--- config.mk ---
export PLATFORM = sky130hd
export DESIGN_NAME = temp_sensor_spi
export DESIGN_NICKNAME = d
export VERILOG_FILES = /design/src/hdl/tsens_pkg.sv /design/src/hdl/limit_if.sv /design/src/hdl/limit_compare.sv /design/src/hdl/temp_sensor_spi.sv
export SDC_FILE = /design/constraint.sdc
export NUM_CORES = 1
export LEC_CHECK = 0
export ABC_AREA = 1
export BUFFER_PORTS_ARGS = -buffer_cell sky130_fd_sc_hd__clkbuf_2
export CORE_UTILIZATION = 30
export CTS_BUF_LIST = sky130_fd_sc_hd__clkbuf_8
export DETAILED_ROUTE_END_ITERATION = 10
export MAX_ROUTING_LAYER = met4
export PLACE_DENSITY = 0.41
export SLEW_MARGIN = 20
export SYNTH_ARGS = -nofsm -noshare
export SYNTH_HDL_FRONTEND = slang
export SYNTH_SLANG_ARGS = --single-unit
--- constraint.sdc ---
create_clock -name clk_i -period 5.57 [get_ports clk_i]
set_clock_uncertainty 0.1 [all_clocks]
set_input_delay 0.557 -clock clk_i [delete_from_list [all_inputs] [get_ports clk_i]]
set_output_delay 0.557 -clock clk_i [all_outputs]
set_load 0.1 [all_outputs]
--- src/hdl/tsens_pkg.sv ---
/*
  Constants, register map and types of the serial register interface of
  the temperature sensor, and the limit comparison behind it.
  Assumes a single system clock; all users import the whole package.
*/
package tsens_pkg;

  localparam int unsigned DATA_W      = 16;
  localparam int unsigned BYTE_W      = 8;
  localparam int unsigned HYST_W      = 4;
  localparam int unsigned BITCNT_W    = 5;
  localparam int unsigned ONES_W      = 6;
  // One degree is this many temperature LSBs to the left of bit zero.
  localparam int unsigned DEG_LSB     = 7;

  typedef logic [2:0]        reg_addr_t;
  typedef logic [DATA_W-1:0] word_t;

  localparam reg_addr_t ADDR_TEMP   = 3'h2;
  localparam reg_addr_t ADDR_IDENT  = 3'h3;
  localparam reg_addr_t ADDR_CRIT   = 3'h4;
  localparam reg_addr_t ADDR_HYST   = 3'h5;
  localparam reg_addr_t ADDR_HIGH   = 3'h6;
  localparam reg_addr_t ADDR_LOW    = 3'h7;

  localparam word_t          CRIT_RST    = 16'h4980;
  localparam logic [7:0]     HYST_RST    = 8'h05;
  localparam word_t          HIGH_RST    = 16'h2000;
  localparam word_t          LOW_RST     = 16'h0500;
  // Identification value is arbitrary.
  localparam logic [7:0]     IDENT_DEF   = 8'h5a;

  localparam int unsigned    CMD_TOP_BIT = 7;
  localparam int unsigned    DIR_BIT     = 6;
  localparam int unsigned    ADDR_MSB    = 5;
  localparam int unsigned    ADDR_LSB    = 3;
  localparam int unsigned    CONT_BIT    = 2;
  localparam logic [7:0]     CONT_CMD    = 8'h54;

  localparam logic [BITCNT_W-1:0] BYTE_LAST = 5'h7;
  localparam logic [BITCNT_W-1:0] WORD_LAST = 5'hf;
  localparam logic [ONES_W-1:0]   ONES_RUN  = 6'h20;

  typedef enum logic [2:0] {
    ST_CMD,
    ST_WRITE,
    ST_READ,
    ST_CONT,
    ST_DONE
  } link_state_t;

endpackage

--- src/hdl/limit_if.sv ---
/*
  Bundle between the serial register block and the limit comparator.
  Assumes both ends run on the same clock.
*/
`timescale 1ns/10ps
interface limit_if;
  import tsens_pkg::*;
  logic                     ce;
  word_t                    temp;
  word_t                    high;
  word_t                    low;
  word_t                    crit;
  logic [HYST_W-1:0]        hyst;
  logic                     cmp_mode;
  logic                     rd_evt;
  logic                     alarm;
  logic                     critical;

  modport ctrl (output ce, temp, high, low, crit, hyst, cmp_mode, rd_evt,
                input alarm, critical);
  modport cmp  (input ce, temp, high, low, crit, hyst, cmp_mode, rd_evt,
                output alarm, critical);
endinterface

--- src/hdl/limit_compare.sv ---
/*
  Limit comparator: applies hysteresis to the high, low and critical limits
  and produces the alarm and critical levels.
  Assumes temperature and limits are on the same clock as clk_i.
*/
`timescale 1ns/10ps
module limit_compare (
  input  wire logic clk_i,   // System clock.
  input  wire logic rst_i,   // Synchronous reset, active high.
  limit_if.cmp      lim      // Limits in, alarm levels out.
);
  import tsens_pkg::*;

  localparam int unsigned EXT_W = DATA_W + 1;

  logic signed [EXT_W-1:0] t_x;
  logic signed [EXT_W-1:0] high_x;
  logic signed [EXT_W-1:0] low_x;
  logic signed [EXT_W-1:0] crit_x;
  logic signed [EXT_W-1:0] hyst_x;
  logic                    over_set;
  logic                    over_clr;
  logic                    under_set;
  logic                    under_clr;
  logic                    crit_set;
  logic                    crit_clr;
  logic                    over_ff;
  logic                    under_ff;
  logic                    crit_ff;
  logic                    alarm_ff;
  logic                    nxt_over;
  logic                    nxt_under;
  logic                    new_cross;

  // Sign extension keeps limit minus hysteresis from wrapping.
  assign t_x      = {lim.temp[DATA_W-1], lim.temp};
  assign high_x   = {lim.high[DATA_W-1], lim.high};
  assign low_x    = {lim.low[DATA_W-1], lim.low};
  assign crit_x   = {lim.crit[DATA_W-1], lim.crit};
  // Hysteresis counts whole degrees, so it is scaled up to temperature LSBs.
  assign hyst_x   = {{(EXT_W-HYST_W-DEG_LSB){1'b0}}, lim.hyst, {DEG_LSB{1'b0}}};

  assign over_set  = t_x > high_x;
  assign over_clr  = t_x < (high_x - hyst_x);
  assign under_set = t_x < low_x;
  assign under_clr = t_x > (low_x + hyst_x);
  assign crit_set  = t_x > crit_x;
  assign crit_clr  = t_x < (crit_x - hyst_x);

  assign nxt_over  = over_set | (over_ff & ~over_clr);
  assign nxt_under = under_set | (under_ff & ~under_clr);
  assign new_cross = (nxt_over & ~over_ff) | (nxt_under & ~under_ff);

  always_ff @(posedge clk_i)
  begin
    if (rst_i)
    begin
      over_ff  <= 1'b0;
      under_ff <= 1'b0;
      crit_ff  <= 1'b0;
    end
    else if (lim.ce)
    begin
      over_ff  <= nxt_over;
      under_ff <= nxt_under;
      crit_ff  <= crit_set | (crit_ff & ~crit_clr);
    end
  end

  // Interrupt mode: a fresh crossing wins over a read in the same cycle.
  always_ff @(posedge clk_i)
  begin
    if (rst_i)
      alarm_ff <= 1'b0;
    else if (lim.ce)
    begin
      if (lim.cmp_mode)
        alarm_ff <= nxt_over | nxt_under;
      else if (new_cross)
        alarm_ff <= 1'b1;
      else if (lim.rd_evt)
        alarm_ff <= 1'b0;
    end
  end

  assign lim.alarm    = alarm_ff;
  assign lim.critical = crit_ff;
endmodule

--- src/hdl/temp_sensor_spi.sv ---
/*
  Serial register interface of the temperature sensor with its limit
  registers. Decodes the command byte, loads written registers, shifts
  read data out, supports continuous temperature reads, frame sync,
  three-wire use with chip select held low for continuous reads only, and the reset by a long run of ones on the data input.
  Assumes serial clock, chip select and data input come from outside the
  clock domain; temperature and mode come from logic on clk_i.
*/
`timescale 1ns/10ps
module temp_sensor_spi #(
  parameter logic [7:0] IDENT_VALUE = tsens_pkg::IDENT_DEF  // Arbitrary value.
) (
  input  wire logic          clk_i,      // System clock, 50 MHz.
  input  wire logic          rst_i,      // Synchronous reset, active high.
  input  wire logic          ce_i,       // Clock enable; low freezes all state.
  input  wire logic          sclk_i,     // Serial clock pin.
  input  wire logic          cs_n_i,     // Chip select pin, active low.
  input  wire logic          din_i,      // Serial data in pin.
  input  wire tsens_pkg::word_t temp_i,  // Measured temperature, twos complement.
  input  wire logic          cmp_mode_i, // One selects comparator mode.
  output      logic          dout_o,     // Serial data out.
  output      logic          dout_oe_o,  // High while data out is driven.
  output      logic          alarm_o,    // Alarm level, active high.
  output      logic          critical_output_o // Critical level, active high.
);
  import tsens_pkg::*;

  function automatic logic is_wide(input reg_addr_t a);
    is_wide = (a == ADDR_TEMP) || (a == ADDR_CRIT) ||
              (a == ADDR_HIGH) || (a == ADDR_LOW);
  endfunction

  limit_if lim ();

  logic [1:0]          sclk_sync_ff;
  logic [1:0]          cs_sync_ff;
  logic [1:0]          din_sync_ff;
  logic                sclk_d_ff;
  logic                cs_d_ff;
  link_state_t         state_ff;
  logic [BITCNT_W-1:0] bit_cnt_ff;
  logic [BITCNT_W-1:0] out_cnt_ff;
  logic [ONES_W-1:0]   ones_cnt_ff;
  logic [DATA_W-2:0]   in_sr_ff;
  word_t               out_sr_ff;
  reg_addr_t           addr_ff;
  logic                cont_ff;
  logic                rd_evt_ff;
  logic                dout_ff;
  logic                oe_ff;
  word_t               critical_limit_ff;
  logic [7:0]          hysteresis_setting_ff;
  word_t               high_limit_ff;
  word_t               low_limit_ff;

  logic                sclk_s;
  logic                cs_s;
  logic                din_s;
  logic                rise;
  logic                fall;
  logic                cs_fall;
  logic                if_reset;
  logic [7:0]          cmd_byte;
  reg_addr_t           cmd_addr;
  logic                direction_bit;
  logic                continuous_read_bit;
  logic                command_top_bit;
  logic                cmd_is_cont;
  logic                cmd_done;
  logic                data_last;
  word_t               wdata;
  word_t               rd_data;
  logic                wr_strobe;
  logic                shift_out;

  // Two-flop synchronisers; the second stage feeds logic, with a delayed copy for serial clock and chip select.
  always_ff @(posedge clk_i)
  begin
    if (rst_i)
    begin
      sclk_sync_ff <= 2'h3;
      cs_sync_ff   <= 2'h3;
      din_sync_ff  <= 2'h0;
      sclk_d_ff    <= 1'b1;
      cs_d_ff      <= 1'b1;
    end
    else if (ce_i)
    begin
      sclk_sync_ff <= {sclk_sync_ff[0], sclk_i};
      cs_sync_ff   <= {cs_sync_ff[0], cs_n_i};
      din_sync_ff  <= {din_sync_ff[0], din_i};
      sclk_d_ff    <= sclk_sync_ff[1];
      cs_d_ff      <= cs_sync_ff[1];
    end
  end

  assign sclk_s   = sclk_sync_ff[1];
  assign cs_s     = cs_sync_ff[1];
  assign din_s    = din_sync_ff[1];
  assign rise     = ce_i & sclk_s & ~sclk_d_ff;
  assign fall     = ce_i & ~sclk_s & sclk_d_ff;
  assign cs_fall  = ce_i & ~cs_s & cs_d_ff;
  assign if_reset = rise & din_s & (ones_cnt_ff == ONES_RUN - 6'h1);

  assign cmd_byte            = {in_sr_ff[6:0], din_s};
  assign cmd_addr            = cmd_byte[ADDR_MSB:ADDR_LSB];
  assign direction_bit       = cmd_byte[DIR_BIT];
  assign continuous_read_bit = cmd_byte[CONT_BIT];
  assign command_top_bit     = cmd_byte[CMD_TOP_BIT];
  assign cmd_is_cont = continuous_read_bit && (cmd_byte == CONT_CMD);
  assign cmd_done    = rise & ~cs_s & ~if_reset & (state_ff == ST_CMD) &
                       (bit_cnt_ff == BYTE_LAST);
  assign data_last   = bit_cnt_ff == (is_wide(addr_ff) ? WORD_LAST : BYTE_LAST);
  assign wdata       = {in_sr_ff, din_s};
  assign wr_strobe   = rise & ~cs_s & ~if_reset & (state_ff == ST_WRITE) & data_last;
  assign shift_out   = fall & ~cs_s & ((state_ff == ST_READ) || (state_ff == ST_CONT));

  // Eight-bit registers sit in the upper byte so the MSB leaves first.
  always_comb
  begin
    rd_data = '0;
    unique case (cmd_addr)
      ADDR_TEMP:  rd_data = temp_i;
      ADDR_IDENT: rd_data = {IDENT_VALUE, 8'h00};
      ADDR_CRIT:  rd_data = critical_limit_ff;
      ADDR_HYST:  rd_data = {hysteresis_setting_ff, 8'h00};
      ADDR_HIGH:  rd_data = high_limit_ff;
      ADDR_LOW:   rd_data = low_limit_ff;
      default:    rd_data = '0;
    endcase
  end

  // Run of ones on the data input, counted on serial clock rising edges.
  always_ff @(posedge clk_i)
  begin
    if (rst_i)
      ones_cnt_ff <= '0;
    else if (rise)
      ones_cnt_ff <= (din_s && !if_reset) ? ones_cnt_ff + 6'h1 : '0;
  end

  // Command, write and read sequencing.
  always_ff @(posedge clk_i)
  begin
    if (rst_i || if_reset)
    begin
      state_ff   <= ST_CMD;
      bit_cnt_ff <= '0;
      in_sr_ff   <= '0;
      addr_ff    <= '0;
      cont_ff    <= 1'b0;
    end
    else if (ce_i)
    begin
      if (cs_s)
      begin
        state_ff   <= cont_ff ? ST_CONT : ST_CMD;
        bit_cnt_ff <= '0;
      end
      else if (rise)
      begin
        in_sr_ff   <= wdata[DATA_W-2:0];
        bit_cnt_ff <= bit_cnt_ff + 5'h1;
        unique case (state_ff)
          ST_CMD:
            if (bit_cnt_ff == BYTE_LAST)
            begin
              bit_cnt_ff <= '0;
              addr_ff    <= cmd_addr;
              if (command_top_bit)
                state_ff <= ST_DONE;
              else if (cmd_is_cont)
              begin
                state_ff <= ST_CONT;
                cont_ff  <= 1'b1;
              end
              else if (direction_bit)
                state_ff <= ST_READ;
              else
                state_ff <= ST_WRITE;
            end
          ST_WRITE, ST_READ:
            if (data_last)
              state_ff <= ST_DONE;
          ST_CONT, ST_DONE:
            bit_cnt_ff <= '0;
        endcase
      end
    end
  end

  // Register file; the long run of ones restores power-on values.
  always_ff @(posedge clk_i)
  begin
    if (rst_i || if_reset)
    begin
      critical_limit_ff     <= CRIT_RST;
      hysteresis_setting_ff <= HYST_RST;
      high_limit_ff         <= HIGH_RST;
      low_limit_ff          <= LOW_RST;
    end
    else if (wr_strobe)
    begin
      unique case (addr_ff)
        ADDR_CRIT: critical_limit_ff     <= wdata;
        ADDR_HYST: hysteresis_setting_ff <= wdata[7:0];
        ADDR_HIGH: high_limit_ff         <= wdata;
        ADDR_LOW:  low_limit_ff          <= wdata;
        default:   ;
      endcase
    end
  end

  // Output shifter, advanced on falling serial clock edges.
  always_ff @(posedge clk_i)
  begin
    if (rst_i || if_reset)
    begin
      out_sr_ff  <= '0;
      out_cnt_ff <= '0;
      dout_ff    <= 1'b0;
    end
    else if (cmd_done && (cmd_is_cont || direction_bit))
    begin
      out_sr_ff  <= rd_data;
      out_cnt_ff <= '0;
    end
    else if (cs_fall && cont_ff)
    begin
      dout_ff    <= temp_i[DATA_W-1];
      out_sr_ff  <= {temp_i[DATA_W-2:0], 1'b0};
      out_cnt_ff <= 5'h1;
    end
    else if (shift_out)
    begin
      dout_ff    <= out_sr_ff[DATA_W-1];
      out_sr_ff  <= {out_sr_ff[DATA_W-2:0], 1'b0};
      out_cnt_ff <= out_cnt_ff + 5'h1;
      if (cont_ff && (out_cnt_ff == WORD_LAST))
      begin
        out_sr_ff  <= temp_i;
        out_cnt_ff <= '0;
      end
    end
  end

  always_ff @(posedge clk_i)
  begin
    if (rst_i)
    begin
      rd_evt_ff <= 1'b0;
      oe_ff     <= 1'b0;
    end
    else if (ce_i)
    begin
      rd_evt_ff <= cmd_done & ~command_top_bit & (cmd_is_cont | direction_bit);
      oe_ff     <= ~cs_s;
    end
  end

  assign lim.ce       = ce_i;
  assign lim.temp     = temp_i;
  assign lim.high     = high_limit_ff;
  assign lim.low      = low_limit_ff;
  assign lim.crit     = critical_limit_ff;
  assign lim.hyst     = hysteresis_setting_ff[HYST_W-1:0];
  assign lim.cmp_mode = cmp_mode_i;
  assign lim.rd_evt   = rd_evt_ff;

  limit_compare u_limit (
    .clk_i (clk_i),
    .rst_i (rst_i),
    .lim   (lim.cmp)
  );

  assign dout_o            = dout_ff;
  assign dout_oe_o         = oe_ff;
  assign alarm_o           = lim.alarm;
  assign critical_output_o = lim.critical;
endmodule

==> flow_metrics.tcl <==
set metrics [dict create \
    ant_nets 0 \
    synth-seq-cells 125 \
    arrival_ps 3940 \
    stdcell_area_sq_um 9316 \
    root_buffer "clkbuf_8" \
    clk_pin_slew_ps 90 \
    tns_ps 0 \
    fp.dieW_um 169.9 \
    criticalPathCategory "flop to flop" \
    status "finished, violations left" \
    groute.usage.overall 0.2245 \
    io_buffers 26 \
    startpoint_type "flop" \
    fin_crit_sh 0.6599 \
    placed_area_sq_um 8904 \
    wl_per_cell_um 18.80 \
    numCtsBuffers 17 \
    nFillCells 3131 \
    cts_sinks 125 \
    tritoncts "done" \
    syn_area_sq_um 8459 \
    relSlewSlack 0.3792 \
    fin_cells 1626 \
    drive_above_1_share 0.06496 \
    grt_pass1_vias 7529 \
    cp_data_required_time_ps 5840 \
    hold_class "input port to flop" \
    rsz0062_at_grt "no" \
    syn2layout_area_growth_pct 10.13 \
    tightest_slew_ps 931.2 \
    io_pins 27 \
    grt_overflow_total 0 \
    rows 61 \
    netSwitchingFraction 0.3099 \
    fmax_ghz 0.2721 \
    routed_via_density 4.956 \
    synthesis.nets 1348 \
    grt_max_degree 80 \
    synthCells 1229 \
    cts_resized 0 \
    first_iter_violations 518 \
    synth-simple-area-share 0.2361 \
    drv_slew 0 \
    ctsHoldBuffers 0 \
    powerDensity_nw_per_um2 215.0 \
    place_hpwl_um 22510 \
    worst_hold_slack_ps 193.7 \
    synth-adder-area-share 0.1447 \
    gp_congestion 0.8431 \
    synth_compound_area_frac 0.2023 \
    cts_setup_buffers 0 \
    maxCapViolCount 0 \
    yosys_warnings 0 \
    dr_total_vias 8059 \
    yosysSeqAreaShare 0.2958 \
    final_common_cell "nand2_1" \
    power.leakage_nw 4.127 \
    grt_pass1_wl_um 46310 \
    power_mw 2.003 \
    fp.dieH_um 169.9 \
    setup_viol_count_final 0 \
    h-tree-depth 4 \
    violations "DRC" \
    fp.dieArea_sq_um 28870 \
    synth_top_family_by_area "simple AND/OR/NAND/NOR gates" \
    avgSynthCellArea_sq_um 6.883 \
    internal_power_mw 1.383 \
    crit_path_end_kind "flop" \
    peakVddDrop_mv 0.1254 \
    synth_xor_area_frac 0.02381 \
    p_comb_frac 0.105 \
    first_pass_iters 8 \
    pwr-share-clk 0.440 \
    nets 1353 \
    dp_cells 1593 \
    clk_latency_ps 470 \
    antenna_found_initial 1 \
    synthMuxAreaShare 0 \
    netSwitchingPower_uw 620.8 \
    final_hold_viol_count 0 \
    core_area_sq_um 27780 \
    drt-total-wl_um 30570 \
    cts_buffer_depth 2 \
    synth.distinct_cells 38 \
    p_seq_frac 0.456 \
    start_util 0.3045 \
    worstPathMaxFanout 5 \
    min_period_ps 3676 \
    layout_common_cells "nand2_1 (272), inv_1 (161), a21oi_1 (130)" \
    drc 2 \
]
==> logic make-up after synthesis <==
logic type,after synthesis
and+or+nand+nor,466
AOI/OAI and AO/OA,308
buffers and inverters,211
DFF,125
adders and majority gates,96
xor gates and xnor gates,23
==> path summary, 6_finish.rpt <==
| check | cells past startpoint | slack, ps | start | to |
|---|---|---|---|---|
| worst max-delay path | 21 | 1890 | hysteresis_setting_ff[0] | u_limit.lim.alarm |
| worst max register to register | 21 | 1890 | hysteresis_setting_ff[0] | u_limit.lim.alarm |
| worst min-delay path | 3 | 190 | cs_n_i | cs_sync_ff[0] |
| worst min register to register | 2 | 360 | hysteresis_setting_ff[4] | hysteresis_setting_ff[4] |
==> worst max-delay path, stage by stage (launching register included) <==
cell     delay, ps
dfxtp_1        440
ha_1           210
inv_1           60
fa_1           410
o21ai_0        300
nand2_1         80
nor2_1         160
nand3_1        100
xor2_1         150
ha_1           310
nand2_1        110
inv_1           50
nand2_1         50
nand2_1         40
a21oi_1        180
nand4_1        120
nand3_1        210
nand2_1        120
o21ai_0        170
nand2_1         70
nor2_1          90
nor2_1          40
==> synth_stat cells (all sizes together) <==
library cell / n / area, sq um
inv: 166 / 623.1
or2: 4 / 25.03
clkinv: 1 / 3.750
nand4: 17 / 106.4
dfxtp: 125 / 2502
and3: 3 / 18.77
o31ai: 3 / 22.52
o211ai: 29 / 217.7
buf: 15 / 87.58
nor3b: 1 / 7.510
fa: 3 / 60.06
a221oi: 1 / 8.760
o21a: 4 / 30.03
xor2: 20 / 175.2
a31oi: 2 / 12.51
nand2: 272 / 1021
nor4: 3 / 18.77
a21o: 2 / 15.01
ha: 93 / 1164
clkbuf: 29 / 108.9
xnor2: 3 / 26.28
o221ai: 2 / 17.52
nand3: 80 / 425.4
nor2: 69 / 286.5
o21ai: 99 / 495.5
a211oi: 10 / 75.07
nand3b: 1 / 7.510
nor3: 16 / 80.08
o21bai: 3 / 22.52
o22ai: 23 / 143.9
a21oi: 130 / 650.6
==> state kept, by name, indices dropped and copies added, names as in the netlist, 3 cells and up <==
name / cells
out_sr_ff: 16
lim.low: 16
state_ff: 3
critical_limit_ff: 16
addr_ff: 3
hysteresis_setting_ff: 8
high_limit_ff: 16
bit_cnt_ff: 5
ones_cnt_ff: 6
out_cnt_ff: 5
in_sr_ff: 15
==> metal layers <==
layer / GRT usage / share of wire
met1: 0.2942 / 0.49
met4: 0.04975 / 0.011
met3: 0.03558 / 0.040
met5: - / 0
met2: 0.3614 / 0.46
==> power by group through the flow <==
stage / clock (mW) / combinational, mW / sequential [mW]
6_report: 0.881 / 0.210 / 0.913
5_1_grt: 0.936 / 0.239 / 0.915
3_3_place_gp: 0 / 0.211 / 0.934
4_1_cts: 0.896 / 0.212 / 0.913
2_1_floorplan: 0 / 0.123 / 0.943
3_5_place_dp: 0 / 0.210 / 0.934
==> stage by stage <==
step           utilization  setup slack (ps)
2_1_floorplan            -              2352
3_3_place_gp        0.3205              1975
3_5_place_dp        0.3205              1914
4_1_cts             0.3353              1892
5_1_grt             0.3353              1507
6_report            0.3353              1894
==> final cells by class <==
class,count,area (sq um),area share
well taps,378,473.0,0.05077
repair buffers,30,160.2,0.01719
multi-input cells,893,5141,0.5518
clock inverters,15,176.4,0.01894
diodes,1,2.502,0.0002686
inverters,167,626.9,0.06728
clock buffers,17,234.0,0.02511
flip-flops and latches,125,2502,0.2686
(Power assumes the default switching activity.)
